[config.mk]
export PLATFORM = sky130hd
export DESIGN_NAME = power_save_config_gate
export DESIGN_NICKNAME = d
export VERILOG_FILES = /design/src/rtl/power_save_config_pkg.sv /design/src/rtl/power_save_config_line_if.sv /design/src/rtl/power_save_config_line_sync.sv /design/src/rtl/power_save_config_gate.sv
export SDC_FILE = /design/constraint.sdc
export NUM_CORES = 1
export LEC_CHECK = 0
export ABC_AREA = 1
export BUFFER_PORTS_ARGS = -buffer_cell sky130_fd_sc_hd__buf_2
export CORE_MARGIN = 3
export CORE_UTILIZATION = 41
export DETAILED_ROUTE_END_ITERATION = 7
export PLACE_DENSITY_LB_ADDON = 0.15
export SLEW_MARGIN = 15
export SYNTH_ARGS = -nofsm -noshare
export SYNTH_HDL_FRONTEND = slang
export SYNTH_SLANG_ARGS = --single-unit
export TNS_END_PERCENT = 30
[constraint.sdc]
create_clock -name sys_clk -period 2.3 [get_ports sys_clk]
set_input_delay 0.23 -clock sys_clk [delete_from_list [all_inputs] [get_ports sys_clk]]
set_output_delay 0.23 -clock sys_clk [all_outputs]
set_load 0.01 [all_outputs]
[src/rtl/power_save_config_pkg.sv]
// constants shared by the serial port power-save gating block
// assumes a 100 MHz system clock and an active-low on-state for the modem lines
package power_save_config_pkg;

    // power-save configuration codes
    localparam logic [1:0] POWER_SAVE_CONFIG_CFG_OFF = 2'h0;
    localparam logic [1:0] POWER_SAVE_CONFIG_CFG_CYCLIC = 2'h1;
    localparam logic [1:0] POWER_SAVE_CONFIG_CFG_RTS = 2'h2;
    localparam logic [1:0] POWER_SAVE_CONFIG_CFG_DTR = 2'h3;
    localparam logic [1:0] POWER_SAVE_CONFIG_CFG_RESET = POWER_SAVE_CONFIG_CFG_OFF;

    // modem line indices inside the synchroniser
    localparam int POWER_SAVE_CONFIG_LINE_RTS = 0;
    localparam int POWER_SAVE_CONFIG_LINE_DTR = 1;
    localparam int POWER_SAVE_CONFIG_LINES = 2;

    // clock rate
    localparam longint POWER_SAVE_CONFIG_CLK_MHZ = 100;

    // times in their own units, as given
    localparam longint POWER_SAVE_CONFIG_WAKE_TIME_US = 20000;
    localparam longint POWER_SAVE_CONFIG_WINDOW_TIME_US = 20000;
    localparam longint POWER_SAVE_CONFIG_OFF_TIME_MS = 2500;
    localparam longint POWER_SAVE_CONFIG_FRAME_TIME_NS = 4615000;
    localparam longint POWER_SAVE_CONFIG_INACT_FRAMES = 2000;

    // derived cycle counts
    localparam longint POWER_SAVE_CONFIG_WAKE_CYC = POWER_SAVE_CONFIG_WAKE_TIME_US * POWER_SAVE_CONFIG_CLK_MHZ;
    localparam longint POWER_SAVE_CONFIG_WINDOW_CYC = POWER_SAVE_CONFIG_WINDOW_TIME_US * POWER_SAVE_CONFIG_CLK_MHZ;
    localparam longint POWER_SAVE_CONFIG_OFF_CYC = POWER_SAVE_CONFIG_OFF_TIME_MS * 1000 * POWER_SAVE_CONFIG_CLK_MHZ;
    localparam longint POWER_SAVE_CONFIG_INACT_CYC = (POWER_SAVE_CONFIG_INACT_FRAMES * POWER_SAVE_CONFIG_FRAME_TIME_NS * POWER_SAVE_CONFIG_CLK_MHZ) / 1000;

    // reset values
    localparam logic [31:0] POWER_SAVE_CONFIG_TIMER_RESET = 32'h0000_0000;
    localparam logic [7:0] POWER_SAVE_CONFIG_DATA_RESET = 8'h00;
    localparam logic [1:0] POWER_SAVE_CONFIG_LINE_RESET = 2'h0;

    typedef enum logic [1:0] {
        POWER_SAVE_CONFIG_ST_ON,
        POWER_SAVE_CONFIG_ST_OFF,
        POWER_SAVE_CONFIG_ST_WAKE
    } power_save_config_state_t;

endpackage

[src/rtl/power_save_config_line_if.sv]
// carries synchronised modem control line state between the synchroniser and the gate
// assumes both ends run on sys_clk
`timescale 1ns/100ps
interface power_save_config_line_if;
    logic [1:0] line_on;
    logic [1:0] line_rise;

    modport src (
        output line_on,
        output line_rise
    );

    modport dst (
        input line_on,
        input line_rise
    );
endinterface

[src/rtl/power_save_config_line_sync.sv]
// two-stage synchroniser and off-to-on edge detector for the rts and dtr pins
// assumes pins are active low (on = low level) and asynchronous to sys_clk
`timescale 1ns/100ps
module power_save_config_line_sync (
    input wire logic sys_clk,
    input wire logic rst,
    input wire logic rts_n,
    input wire logic dtr_n,
    power_save_config_line_if.src lines
);

    logic [1:0] pin_on;
    logic [1:0] meta_q;
    logic [1:0] meta_d;
    logic [1:0] sync_q;
    logic [1:0] sync_d;
    logic [1:0] prev_q;
    logic [1:0] prev_d;
    logic [1:0] rise_q;
    logic [1:0] rise_d;

    assign pin_on[power_save_config_pkg::POWER_SAVE_CONFIG_LINE_RTS] = ~rts_n;
    assign pin_on[power_save_config_pkg::POWER_SAVE_CONFIG_LINE_DTR] = ~dtr_n;

    genvar gi;
    generate
        for (gi = 0; gi < power_save_config_pkg::POWER_SAVE_CONFIG_LINES; gi++)
        begin : g_line
            // meta stage feeds only the second flop
            always_comb
            begin
                meta_d[gi] = pin_on[gi];
                sync_d[gi] = meta_q[gi];
                prev_d[gi] = sync_q[gi];
                rise_d[gi] = sync_q[gi] & ~prev_q[gi];
            end

            always_ff @(posedge sys_clk)
            begin
                if (rst)
                begin
                    meta_q[gi] <= 1'b0;
                    sync_q[gi] <= 1'b0;
                    prev_q[gi] <= 1'b0;
                    rise_q[gi] <= 1'b0;
                end
                else
                begin
                    meta_q[gi] <= meta_d[gi];
                    sync_q[gi] <= sync_d[gi];
                    prev_q[gi] <= prev_d[gi];
                    rise_q[gi] <= rise_d[gi];
                end
            end
        end
    endgenerate

    assign lines.line_on = sync_q;
    assign lines.line_rise = rise_q;

endmodule

[src/rtl/power_save_config_gate.sv]
// serial port power-save gating: port enable, idle permission, rx and tx character gating
// assumes a uart receiver and transmitter on sys_clk beside it, modem pins active low
`timescale 1ns/100ps
module power_save_config_gate #(
    parameter int unsigned WAKE_CYC = 32'(power_save_config_pkg::POWER_SAVE_CONFIG_WAKE_CYC),
    parameter int unsigned WINDOW_CYC = 32'(power_save_config_pkg::POWER_SAVE_CONFIG_WINDOW_CYC),
    parameter int unsigned OFF_CYC = 32'(power_save_config_pkg::POWER_SAVE_CONFIG_OFF_CYC),
    parameter int unsigned INACT_CYC = 32'(power_save_config_pkg::POWER_SAVE_CONFIG_INACT_CYC)
) (
    input wire logic sys_clk,
    input wire logic rst,
    input wire logic [1:0] power_save_config,
    input wire logic hw_flow_on_setting,
    input wire logic rts_n,
    input wire logic dtr_n,
    input wire logic net_activity,
    input wire logic if_pending,
    input wire logic rx_in_valid,
    input wire logic [7:0] rx_in_data,
    output logic rx_out_valid,
    output logic [7:0] rx_out_data,
    input wire logic tx_in_valid,
    input wire logic [7:0] tx_in_data,
    output logic tx_in_ready,
    output logic tx_out_valid,
    output logic [7:0] tx_out_data,
    input wire logic tx_out_ready,
    output logic cts_n,
    output logic port_enabled,
    output logic low_power_idle,
    output logic config_rejected,
    output logic [1:0] active_config
);

    // loads are one short so an expiry lands on the count itself
    localparam logic [31:0] WAKE_LOAD = 32'(WAKE_CYC - 1);
    localparam logic [31:0] WINDOW_LOAD = 32'(WINDOW_CYC - 1);
    localparam logic [31:0] OFF_LOAD = 32'(OFF_CYC - 1);
    localparam logic [31:0] INACT_LOAD = 32'(INACT_CYC - 1);

    power_save_config_line_if lines ();

    power_save_config_line_sync u_sync (
        .sys_clk(sys_clk),
        .rst(rst),
        .rts_n(rts_n),
        .dtr_n(dtr_n),
        .lines(lines)
    );

    logic rts_on;
    logic ctl_on;
    logic ctl_rise;
    logic req_ok;
    logic timer_done;
    logic rx_accept;

    power_save_config_pkg::power_save_config_state_t state_q;
    power_save_config_pkg::power_save_config_state_t state_d;
    logic [1:0] cfg_q;
    logic [1:0] cfg_d;
    logic [31:0] timer_q;
    logic [31:0] timer_d;

    logic rx_valid_q;
    logic rx_valid_d;
    logic [7:0] rx_data_q;
    logic [7:0] rx_data_d;

    logic tx_full_q;
    logic tx_full_d;
    logic [7:0] tx_data_q;
    logic [7:0] tx_data_d;
    logic tx_gate;
    logic tx_drain;
    logic tx_take;

    logic cts_n_q;
    logic cts_n_d;
    logic port_en_q;
    logic port_en_d;
    logic idle_q;
    logic idle_d;
    logic reject_q;
    logic reject_d;

    // controlling line for the line-driven configurations
    function automatic logic pick_line(input logic [1:0] cfg, input logic [1:0] v);
        if (cfg == power_save_config_pkg::POWER_SAVE_CONFIG_CFG_DTR)
            pick_line = v[power_save_config_pkg::POWER_SAVE_CONFIG_LINE_DTR];
        else
            pick_line = v[power_save_config_pkg::POWER_SAVE_CONFIG_LINE_RTS];
    endfunction

    assign rts_on = lines.line_on[power_save_config_pkg::POWER_SAVE_CONFIG_LINE_RTS];
    assign ctl_on = pick_line(cfg_q, lines.line_on);
    assign ctl_rise = pick_line(cfg_q, lines.line_rise);
    assign timer_done = (timer_q == power_save_config_pkg::POWER_SAVE_CONFIG_TIMER_RESET);
    assign req_ok = !((power_save_config == power_save_config_pkg::POWER_SAVE_CONFIG_CFG_RTS) && hw_flow_on_setting);
    // characters are only taken while the port is fully up
    assign rx_accept = (state_q == power_save_config_pkg::POWER_SAVE_CONFIG_ST_ON);

    // power-save state machine
    always_comb
    begin
        state_d = state_q;
        cfg_d = cfg_q;
        timer_d = timer_done ? timer_q : timer_q - 32'h0000_0001;
        reject_d = !req_ok;
        if (req_ok && (power_save_config != cfg_q))
        begin
            cfg_d = power_save_config;
            timer_d = WINDOW_LOAD;
            if ((power_save_config == power_save_config_pkg::POWER_SAVE_CONFIG_CFG_RTS) || (power_save_config == power_save_config_pkg::POWER_SAVE_CONFIG_CFG_DTR))
                state_d = pick_line(power_save_config, lines.line_on) ? power_save_config_pkg::POWER_SAVE_CONFIG_ST_ON : power_save_config_pkg::POWER_SAVE_CONFIG_ST_OFF;
            else
                state_d = power_save_config_pkg::POWER_SAVE_CONFIG_ST_ON;
        end
        else if ((cfg_q == power_save_config_pkg::POWER_SAVE_CONFIG_CFG_RTS) && hw_flow_on_setting)
        begin
            // flow control turned on under config 2: fall back to no power saving
            cfg_d = power_save_config_pkg::POWER_SAVE_CONFIG_CFG_OFF;
            state_d = power_save_config_pkg::POWER_SAVE_CONFIG_ST_ON;
        end
        else
        begin
            case (cfg_q)
                power_save_config_pkg::POWER_SAVE_CONFIG_CFG_OFF:
                begin
                    state_d = power_save_config_pkg::POWER_SAVE_CONFIG_ST_ON;
                end
                power_save_config_pkg::POWER_SAVE_CONFIG_CFG_CYCLIC:
                begin
                    case (state_q)
                        power_save_config_pkg::POWER_SAVE_CONFIG_ST_ON:
                        begin
                            if (rx_in_valid)
                                timer_d = INACT_LOAD;
                            else if (timer_done)
                            begin
                                state_d = power_save_config_pkg::POWER_SAVE_CONFIG_ST_OFF;
                                timer_d = OFF_LOAD;
                            end
                        end
                        power_save_config_pkg::POWER_SAVE_CONFIG_ST_OFF:
                        begin
                            if (rx_in_valid && !hw_flow_on_setting)
                            begin
                                // wake character itself is dropped
                                state_d = power_save_config_pkg::POWER_SAVE_CONFIG_ST_WAKE;
                                timer_d = WAKE_LOAD;
                            end
                            else if (timer_done || tx_full_q)
                            begin
                                state_d = power_save_config_pkg::POWER_SAVE_CONFIG_ST_ON;
                                timer_d = WINDOW_LOAD;
                            end
                        end
                        default:
                        begin
                            if (timer_done)
                            begin
                                state_d = power_save_config_pkg::POWER_SAVE_CONFIG_ST_ON;
                                timer_d = INACT_LOAD;
                            end
                        end
                    endcase
                end
                default:
                begin
                    case (state_q)
                        power_save_config_pkg::POWER_SAVE_CONFIG_ST_ON:
                        begin
                            if (!ctl_on)
                                state_d = power_save_config_pkg::POWER_SAVE_CONFIG_ST_OFF;
                        end
                        power_save_config_pkg::POWER_SAVE_CONFIG_ST_OFF:
                        begin
                            if (ctl_rise)
                            begin
                                state_d = power_save_config_pkg::POWER_SAVE_CONFIG_ST_WAKE;
                                timer_d = WAKE_LOAD;
                            end
                        end
                        default:
                        begin
                            if (!ctl_on)
                                state_d = power_save_config_pkg::POWER_SAVE_CONFIG_ST_OFF;
                            else if (timer_done)
                                state_d = power_save_config_pkg::POWER_SAVE_CONFIG_ST_ON;
                        end
                    endcase
                end
            endcase
        end
    end

    always_ff @(posedge sys_clk)
    begin
        if (rst)
        begin
            state_q <= power_save_config_pkg::POWER_SAVE_CONFIG_ST_ON;
            cfg_q <= power_save_config_pkg::POWER_SAVE_CONFIG_CFG_RESET;
            timer_q <= power_save_config_pkg::POWER_SAVE_CONFIG_TIMER_RESET;
            reject_q <= 1'b0;
        end
        else
        begin
            state_q <= state_d;
            cfg_q <= cfg_d;
            timer_q <= timer_d;
            reject_q <= reject_d;
        end
    end

    // receive gating
    always_comb
    begin
        rx_valid_d = rx_in_valid && rx_accept;
        rx_data_d = rx_in_valid ? rx_in_data : rx_data_q;
    end

    always_ff @(posedge sys_clk)
    begin
        if (rst)
        begin
            rx_valid_q <= 1'b0;
            rx_data_q <= power_save_config_pkg::POWER_SAVE_CONFIG_DATA_RESET;
        end
        else
        begin
            rx_valid_q <= rx_valid_d;
            rx_data_q <= rx_data_d;
        end
    end

    // transmit holding stage; stalls the source rather than dropping while rts is off with flow control on
    assign tx_gate = !hw_flow_on_setting || rts_on;
    assign tx_drain = tx_full_q && tx_gate && tx_out_ready;
    assign tx_in_ready = !tx_full_q || tx_drain;
    assign tx_take = tx_in_valid && tx_in_ready;

    always_comb
    begin
        tx_full_d = tx_take || (tx_full_q && !tx_drain);
        tx_data_d = tx_take ? tx_in_data : tx_data_q;
    end

    always_ff @(posedge sys_clk)
    begin
        if (rst)
        begin
            tx_full_q <= 1'b0;
            tx_data_q <= power_save_config_pkg::POWER_SAVE_CONFIG_DATA_RESET;
        end
        else
        begin
            tx_full_q <= tx_full_d;
            tx_data_q <= tx_data_d;
        end
    end

    // status outputs follow the next state so they line up with the state register
    always_comb
    begin
        cts_n_d = (state_d != power_save_config_pkg::POWER_SAVE_CONFIG_ST_ON);
        // a pending outgoing character keeps the port temporarily up
        port_en_d = (state_d == power_save_config_pkg::POWER_SAVE_CONFIG_ST_ON) || tx_full_d;
        idle_d = (cfg_d != power_save_config_pkg::POWER_SAVE_CONFIG_CFG_OFF) && (state_d == power_save_config_pkg::POWER_SAVE_CONFIG_ST_OFF)
            && !net_activity && !if_pending && !tx_full_d && !rx_in_valid;
    end

    always_ff @(posedge sys_clk)
    begin
        if (rst)
        begin
            cts_n_q <= 1'b0;
            port_en_q <= 1'b1;
            idle_q <= 1'b0;
        end
        else
        begin
            cts_n_q <= cts_n_d;
            port_en_q <= port_en_d;
            idle_q <= idle_d;
        end
    end

    assign rx_out_valid = rx_valid_q;
    assign rx_out_data = rx_data_q;
    assign tx_out_valid = tx_full_q && tx_gate;
    assign tx_out_data = tx_data_q;
    assign cts_n = cts_n_q;
    assign port_enabled = port_en_q;
    assign low_power_idle = idle_q;
    assign config_rejected = reject_q;
    assign active_config = cfg_q;

endmodule

==> results.md, run 1 <==
- Final nets: 638
- Sequential share of power: 0.436
- Std cell rows: 33
- Placed Area: 4000 sq um
- Synth top cells by count: nor2_1 (112), nand2_1 (102), dfxtp_1 (66)
- Top area cells in the synthesized netlist: dfxtp_1 (37%), nor2_1 (12%), nand2_1 (11%)
- Starting DRT DRC Count: 205
- Slew headroom: 0.547
- Seq cells post-synth: 66
- Number of detailed-route iterations in the first pass: 5
- Num Clock Sinks: 66
- Kind of capture point of the worst setup path: flop
- Clock Skews: 14.1 ps
- Highest-delay cell along the critical path: dfxtp_1
- Mapped Cells: 548
- Antenna Cells: 0
- Leading cell type by number of instances after synthesis: nor2_1
- Maximum frequency from static timing analysis: 469 MHz
- Gpl congestion: 1.03
- Fin crit period: 2130 ps
- Total power consumption of the routed design: 2890 uW
- Maximum single-stage delay on the critical path: 330 ps
- Synth top area share: 0.366
- Proportion of total power due to net switching: 0.309
- Share of the core filled with cells: 0.505
- Largest fanout on the critical path: 9
- Area of the core: 8380 sq um
- Initial cell density of the core: 0.431
- Endpoints failing hold: 0
- Switching power of the nets: 895 uW
- Fin area: 4230 sq um
- Number of setup buffers added after CTS: 0
- Maximum number of pins on one net before global-route repair: 28
- Vias in the first global route: 3601
- Number of distinct standard cells referenced by the synthesized netlist: 38
- GRT Resource Usage Total: 0.212
- Cells along the critical path: inv_1 > ha_4 > inv_2 > nor2_2 > nand2_1 > nor2_1 > nand2_2 > nand2_1 > nand2_1 > nand3_1 > nand2_2 > nand2_2 > o21ai_1 > inv_1
- Max-cap viol count: 0
- Number of nets produced by synthesis: 578
- Antenna violations before repair: 0
- Summed instance area of the synthesized netlist: 3610 sq um
- # H-tree levels: 3
- DRT antenna net count: 0
- Aggregate negative setup slack: 0 ps
- Crit path launch: timer_q[0]
- Leakage: 0.00204 uW
- Post-synthesis async set-or-reset flop share: 0
- Prevailing post-synth register cell: dfxtp_1
- Post-Synthesis Mean Instance Area: 6.59 sq um
- Number of clock buffers inserted by TritonCTS: 9
- Vias after detailed routing: 3688
- Hold Worst Slack: 27.5 ps
- Global-route wire length before repair: 16800 um
- Ratio of total power to cell area: 684 nW/um^2
- Layout cell share with drive strength beyond 1: 0.201
- Count of flip-flops with a built-in enable after synthesis: 0
- Internal: 2000 uW
- Die boundary width: 99.8 um
- Drt via density: 5.14
- Worst-margin pin slew: 678 ps
- Tcrit/Tclk final: 0.927
- I/O pin count: 53
- Startpoint of the tightest hold check path: rts_n
- Clock slew at reported path FFs: 70 ps
- Number of buffers inserted by hold repair at cts: 0
- DRC violations left: 0
- Clock tree from TritonCTS: built
- Vertical die dimension: 99.8 um
- Sequential area share after synthesis: 0.366
- Required arrival time at the worst endpoint: 2590 ps
- Hold WC Path Type: in2reg
- Remaining global-route overflow: 0
- Element type at the critical path start: flop
- VDD IR-drop max: 0.350 mV
- Port Buf Inserts: 52
- Insertion delay to the later sink of the worst-skew pair: 350 ps
- Half-perimeter wire length after detailed placement: 7790 um
- Startpoint of the lowest-slack register-to-register path: timer_q[0]
- Post-synthesis to final-layout area growth: 17.1%
- Cell type with the highest aggregate area in the netlist: dfxtp_1
- Outcome: completed
- Number of gates resized after cts: 0
- Relative contribution of combinational cells to total power: 0.188
- Worst Path Arrival: 2420 ps
- Aggregate routed wire length: 10100 um
- Final number of max-transition violations: 0
- Clk pwr share: 0.375
- Max clock buf depth: 2
- Die area: 9970 sq um
- CTS Root Buffer Type: clkbuf_8
- WL per Instance: 14.1 um
- Setup CP Type: reg2reg
- Number of warnings issued by yosys: 0
- Final-report setup violation count: 0
layout by cell type (no fill, tap or decap), types with 2 or more instances in the layout:
cell / instances
o21bai_1: 3
bufinv_16: 2
buf_4: 4
o21ai_1: 11
nor2_4: 5
xnor2_1: 3
nand2_2: 13
or2_2: 2
a21oi_1: 21
inv_1: 60
nand4_1: 14
nand2_1: 102
nor3_1: 12
nand2_4: 2
buf_2: 52
nor2_2: 10
nand3_2: 2
clkinvlp_4: 2
a31oi_1: 3
xor2_1: 9
nand3b_1: 3
nor2_1: 112
dfxtp_1: 66
nand3_1: 33
clkbuf_8: 9
inv_2: 10
clkinv_2: 3
o21ai_0: 29
nor4_1: 2
critical path, delay by kind of cell, from the launching register on:
kind	cells	cell delay [ps]
AO/OA/AOI/OAI	1	80
adder cells (fa/ha/maj)	1	190
buffers and inverters	3	270
flip-flops	1	330
AND/OR/NAND/NOR	9	1190
per-layer routing:
metal | global-route usage | wire [um] | share of wire
met5 | 0 | 0 | 0
met4 | 0.0914 | 260 | 0.026
met3 | 0.0473 | 672 | 0.066
met2 | 0.350 | 4750 | 0.47
met1 | 0.264 | 4440 | 0.44
cell type report:
type / instances / area (sq um)
Clock buffer: 9 / 124
Multi-Input combinational cell: 404 / 2000
Sequential cell: 66 / 1320
Timing Repair Buffer: 56 / 290
Fill cell: 891 / 4150
Clock inverter: 7 / 93.8
Inverter: 71 / 268
Tap cell: 105 / 131
state kept, by name, indices dropped and copies added (netlist names):
signal                  count
u_sync.prev_q               2
port_enabled                1
u_sync.lines.line_on        2
timer_q                    32
tx_full_q                   1
low_power_idle              1
rx_out_valid                1
tx_out_data                 8
cts_n                       1
state_q                     2
u_sync.meta_q               2
u_sync.lines.line_rise      2
config_rejected             1
rx_out_data                 8
active_config               2
cell families after synthesis:
| kind of cell | Yosys count | synth area share |
|---|---|---|
| flip-flops | 66 | 0.366 |
| adder cells (fa/ha/maj) | 2 | 0.00693 |
| buffers and inverters | 78 | 0.0835 |
| XOR/XNOR | 12 | 0.0291 |
| AND/OR/NAND/NOR | 316 | 0.402 |
| AO/OA/AOI/OAI | 74 | 0.113 |
worst paths after layout:
kind              slack [ps]  cells after the start                        end
hold reg to reg          390                      1  u_sync.lines.line_rise[0]
setup / recovery         170                     14                 timer_q[2]
hold / removal            30                      2           u_sync.meta_q[0]
setup reg to reg         170                     14                 timer_q[2]
through the flow:
| step | std cells | worst slack (ps) |
|---|---|---|
| global placement | 702 | 178 |
| floorplan | 548 | 322 |
| finish | 718 | 169 |
| detailed placement | 702 | 106 |
| CTS | 718 | 87.9 |
| global route | 718 | -33.4 |
power groups by stage:
stage,Clock (uW),Combinational (uW),Sequential [uW]
after floorplan,0,367,1290
after global placement,0,530,1290
after detailed placement,0,535,1290
after CTS,1110,538,1260
after global routing,1160,619,1270
final,1090,546,1260
Power figures use the tool's default switching activity.
==> run 2: changes to the inputs <==
--- a/config.mk
+++ b/config.mk
@@ -10,7 +10,7 @@
 export CORE_MARGIN = 3
 export CORE_UTILIZATION = 41
 export DETAILED_ROUTE_END_ITERATION = 7
-export PLACE_DENSITY_LB_ADDON = 0.15
+export PLACE_DENSITY_LB_ADDON = 0.2
 export SLEW_MARGIN = 15
 export SYNTH_ARGS = -nofsm -noshare
 export SYNTH_HDL_FRONTEND = slang
==> results.md, run 2 (synthesis gave the netlist of run 1 again) <==
- Outcome: completed
- Num Clock Sinks: 66 (unchanged)
- Crit path launch: timer_q[16]
- Aggregate negative setup slack: 0 ps (unchanged)
- Leakage: 0.00207 uW (+1.5%)
- Aggregate routed wire length: 10400 um (+2.8%)
- Share of the core filled with cells: 0.508 (+0.00388)
- Fin crit period: 2130 ps (+2.73 ps)
- Clock tree from TritonCTS: built
- DRT antenna net count: 0 (unchanged)
- Hold WC Path Type: in2reg
- Kind of capture point of the worst setup path: flop
- WL per Instance: 14.4 um (+2.4%)
- Clock slew at reported path FFs: 70 ps (about the same)
- Relative contribution of combinational cells to total power: 0.192 (+0.004)
- Fin area: 4260 sq um (+0.77%)
- Footprint of the multi-input gates: 2010 sq um (+0.38%)
- Worst-margin pin slew: 716 ps (+37.7 ps)
- Setup CP Type: reg2reg
- Vias after detailed routing: 3735 (+1.3%)
- CTS Root Buffer Type: clkbuf_8
- Insertion delay to the later sink of the worst-skew pair: 360 ps (about the same)
- Setup repair after global routing missed its margin: no
- Die boundary width: 99.8 um (unchanged)
- Ratio of total power to cell area: 685 nW/um^2 (about the same)
- Max clock buf depth: 2 (unchanged)
- Startpoint of the lowest-slack register-to-register path: timer_q[16]
- Total of fill cells in the finished design: 845 (-5.2%)
- Starting DRT DRC Count: 221 (+7.8%)
- Flip-flop count of the largest register after layout: 32 (unchanged)
- Element type at the critical path start: flop
- Most flop-heavy register: timer_q
- Maximum number of pins on one net before global-route repair: 28 (unchanged)
- Placed Area: 4010 sq um (+0.38%)
- Clk pwr share: 0.377 (+0.002)
- Initial cell density of the core: 0.431 (unchanged)
- VDD IR-drop max: 0.310 mV (-11%)
- Largest fanout on the critical path: 4 (-5)
- Final nets: 641 (+0.47%)
- Number of detailed-route iterations in the first pass: 5 (unchanged)
- Max-cap viol count: 0 (unchanged)
- DRC violations left: 0 (unchanged)
- Layout cell share with drive strength beyond 1: 0.203 (+0.00227)
- Final-report setup violation count: 0 (unchanged)
- Vertical die dimension: 99.8 um (unchanged)
- Final number of max-transition violations: 0 (unchanged)
- I/O pin count: 53 (unchanged)
- Area of the core: 8380 sq um (unchanged)
- Leading cell types in the layout, fill and taps excluded: nor2_1 (111), nand2_1 (102), dfxtp_1 (66)
- Clock Skews: 12.1 ps (-2.08 ps)
- Tcrit/Tclk final: 0.928 (+0.00119)
- Required arrival time at the worst endpoint: 2550 ps (-40 ps)
- Most common library cell in the layout ignoring fill and taps: nor2_1
- Remaining global-route overflow: 0 (unchanged)
- Sequential share of power: 0.432 (-0.004)
- Gpl congestion: 0.949 (-8.0%)
- Drt via density: 5.18 (+0.85%)
- Internal: 2010 uW (+0.55%)
- Antenna violations before repair: 0 (unchanged)
- Std cell rows: 33 (unchanged)
- Half-perimeter wire length after detailed placement: 7870 um (+1.0%)
- Endpoints failing hold: 0 (unchanged)
- Vias in the first global route: 3531 (-1.9%)
- Slew headroom: 0.522 (-0.0252)
- Proportion of total power due to net switching: 0.311 (+0.00207)
- Number of clock buffers inserted by TritonCTS: 9 (unchanged)
- Register Area: 1320 sq um (unchanged)
- Global-route wire length before repair: 17000 um (+1.4%)
- Antenna Cells: 0 (unchanged)
- GRT Resource Usage Total: 0.216 (+0.00422)
- Startpoint of the tightest hold check path: rts_n
- Port Buf Inserts: 52 (unchanged)
- Post-synthesis to final-layout area growth: 18.0%
- Die area: 9970 sq um (unchanged)
- Switching power of the nets: 909 uW (+1.5%)
- Worst Path Arrival: 2390 ps (-30 ps)
- # H-tree levels: 3 (unchanged)
- Maximum frequency from static timing analysis: 469 MHz (-0.13%)
run 2: power by group through the flow:
stage / registers (uW) / clock network, uW / logic [uW]
4_1_cts: 1260 / 1120 / 548
6_report: 1260 / 1100 / 559
3_5_place_dp: 1290 / 0 / 544
3_3_place_gp: 1280 / 0 / 541
2_1_floorplan: 1290 / 0 / 367
5_1_grt: 1270 / 1170 / 630
run 2: worst max-delay path, cell delays in order, from the launching register on:
cell and delay (ps):
dfxtp_1 340, nor2_1 260, nand2_1 140, nor2_1 230, nand2_1 160, nor2_1 280
nor2_2 110, nand3_1 130, xor2_1 180, nand3_1 90, nand2_1 70, inv_1 50
run 2: what timing repair did:
| item | in CTS | in global routing |
|---|---|---|
| endpoints found under the hold margin | 1 | 0 |
| hold buffers | 1 | 0 |
| setup endpoints to repair | 0 | 30 |
| buffers inserted | 0 | 0 |
| gates resized for setup | 0 | 4 |
run 2: stage by stage:
stage | setup WS [ps] | hold WS [ps] | total power [uW] | cells
after floorplan | 322 | 297 | 1660 | 548
after global placement | 181 | 376 | 1830 | 704
after detailed placement | 124 | 383 | 1830 | 704
after CTS | 94.1 | 1.96 | 2930 | 721
after global routing | 28.0 | 11.4 | 3070 | 721
final | 166 | 15.0 | 2920 | 721
run 2: per-layer routing:
layer / wire [um] / GRT usage / share of wire / vias up
li1: - / - / - / 1885
met4: 276 / 0.0882 / 0.027 / 0
met2: 4880 / 0.350 / 0.47 / 135
met3: 739 / 0.0605 / 0.071 / 30
met1: 4510 / 0.270 / 0.43 / 1685
met5: 0 / 0 / 0 / -
run 2: final timing paths:
check	depth (start not counted)	endpoint	slack [ps]
worst min register to register	1	u_sync.lines.line_rise[0]	390
worst min-delay path	2	u_sync.meta_q[0]	10
worst max-delay path	11	timer_q[17]	170
worst max register to register	11	timer_q[17]	170
run 2: area by class of cell:
type                            count  area share
Clock inverter                      6      0.0211
Tap cell                          105      0.0308
Multi-Input combinational cell    404       0.471
Timing Repair Buffer               59      0.0740
Sequential cell                    66       0.310
Inverter                           71      0.0628
Clock buffer                       10      0.0299
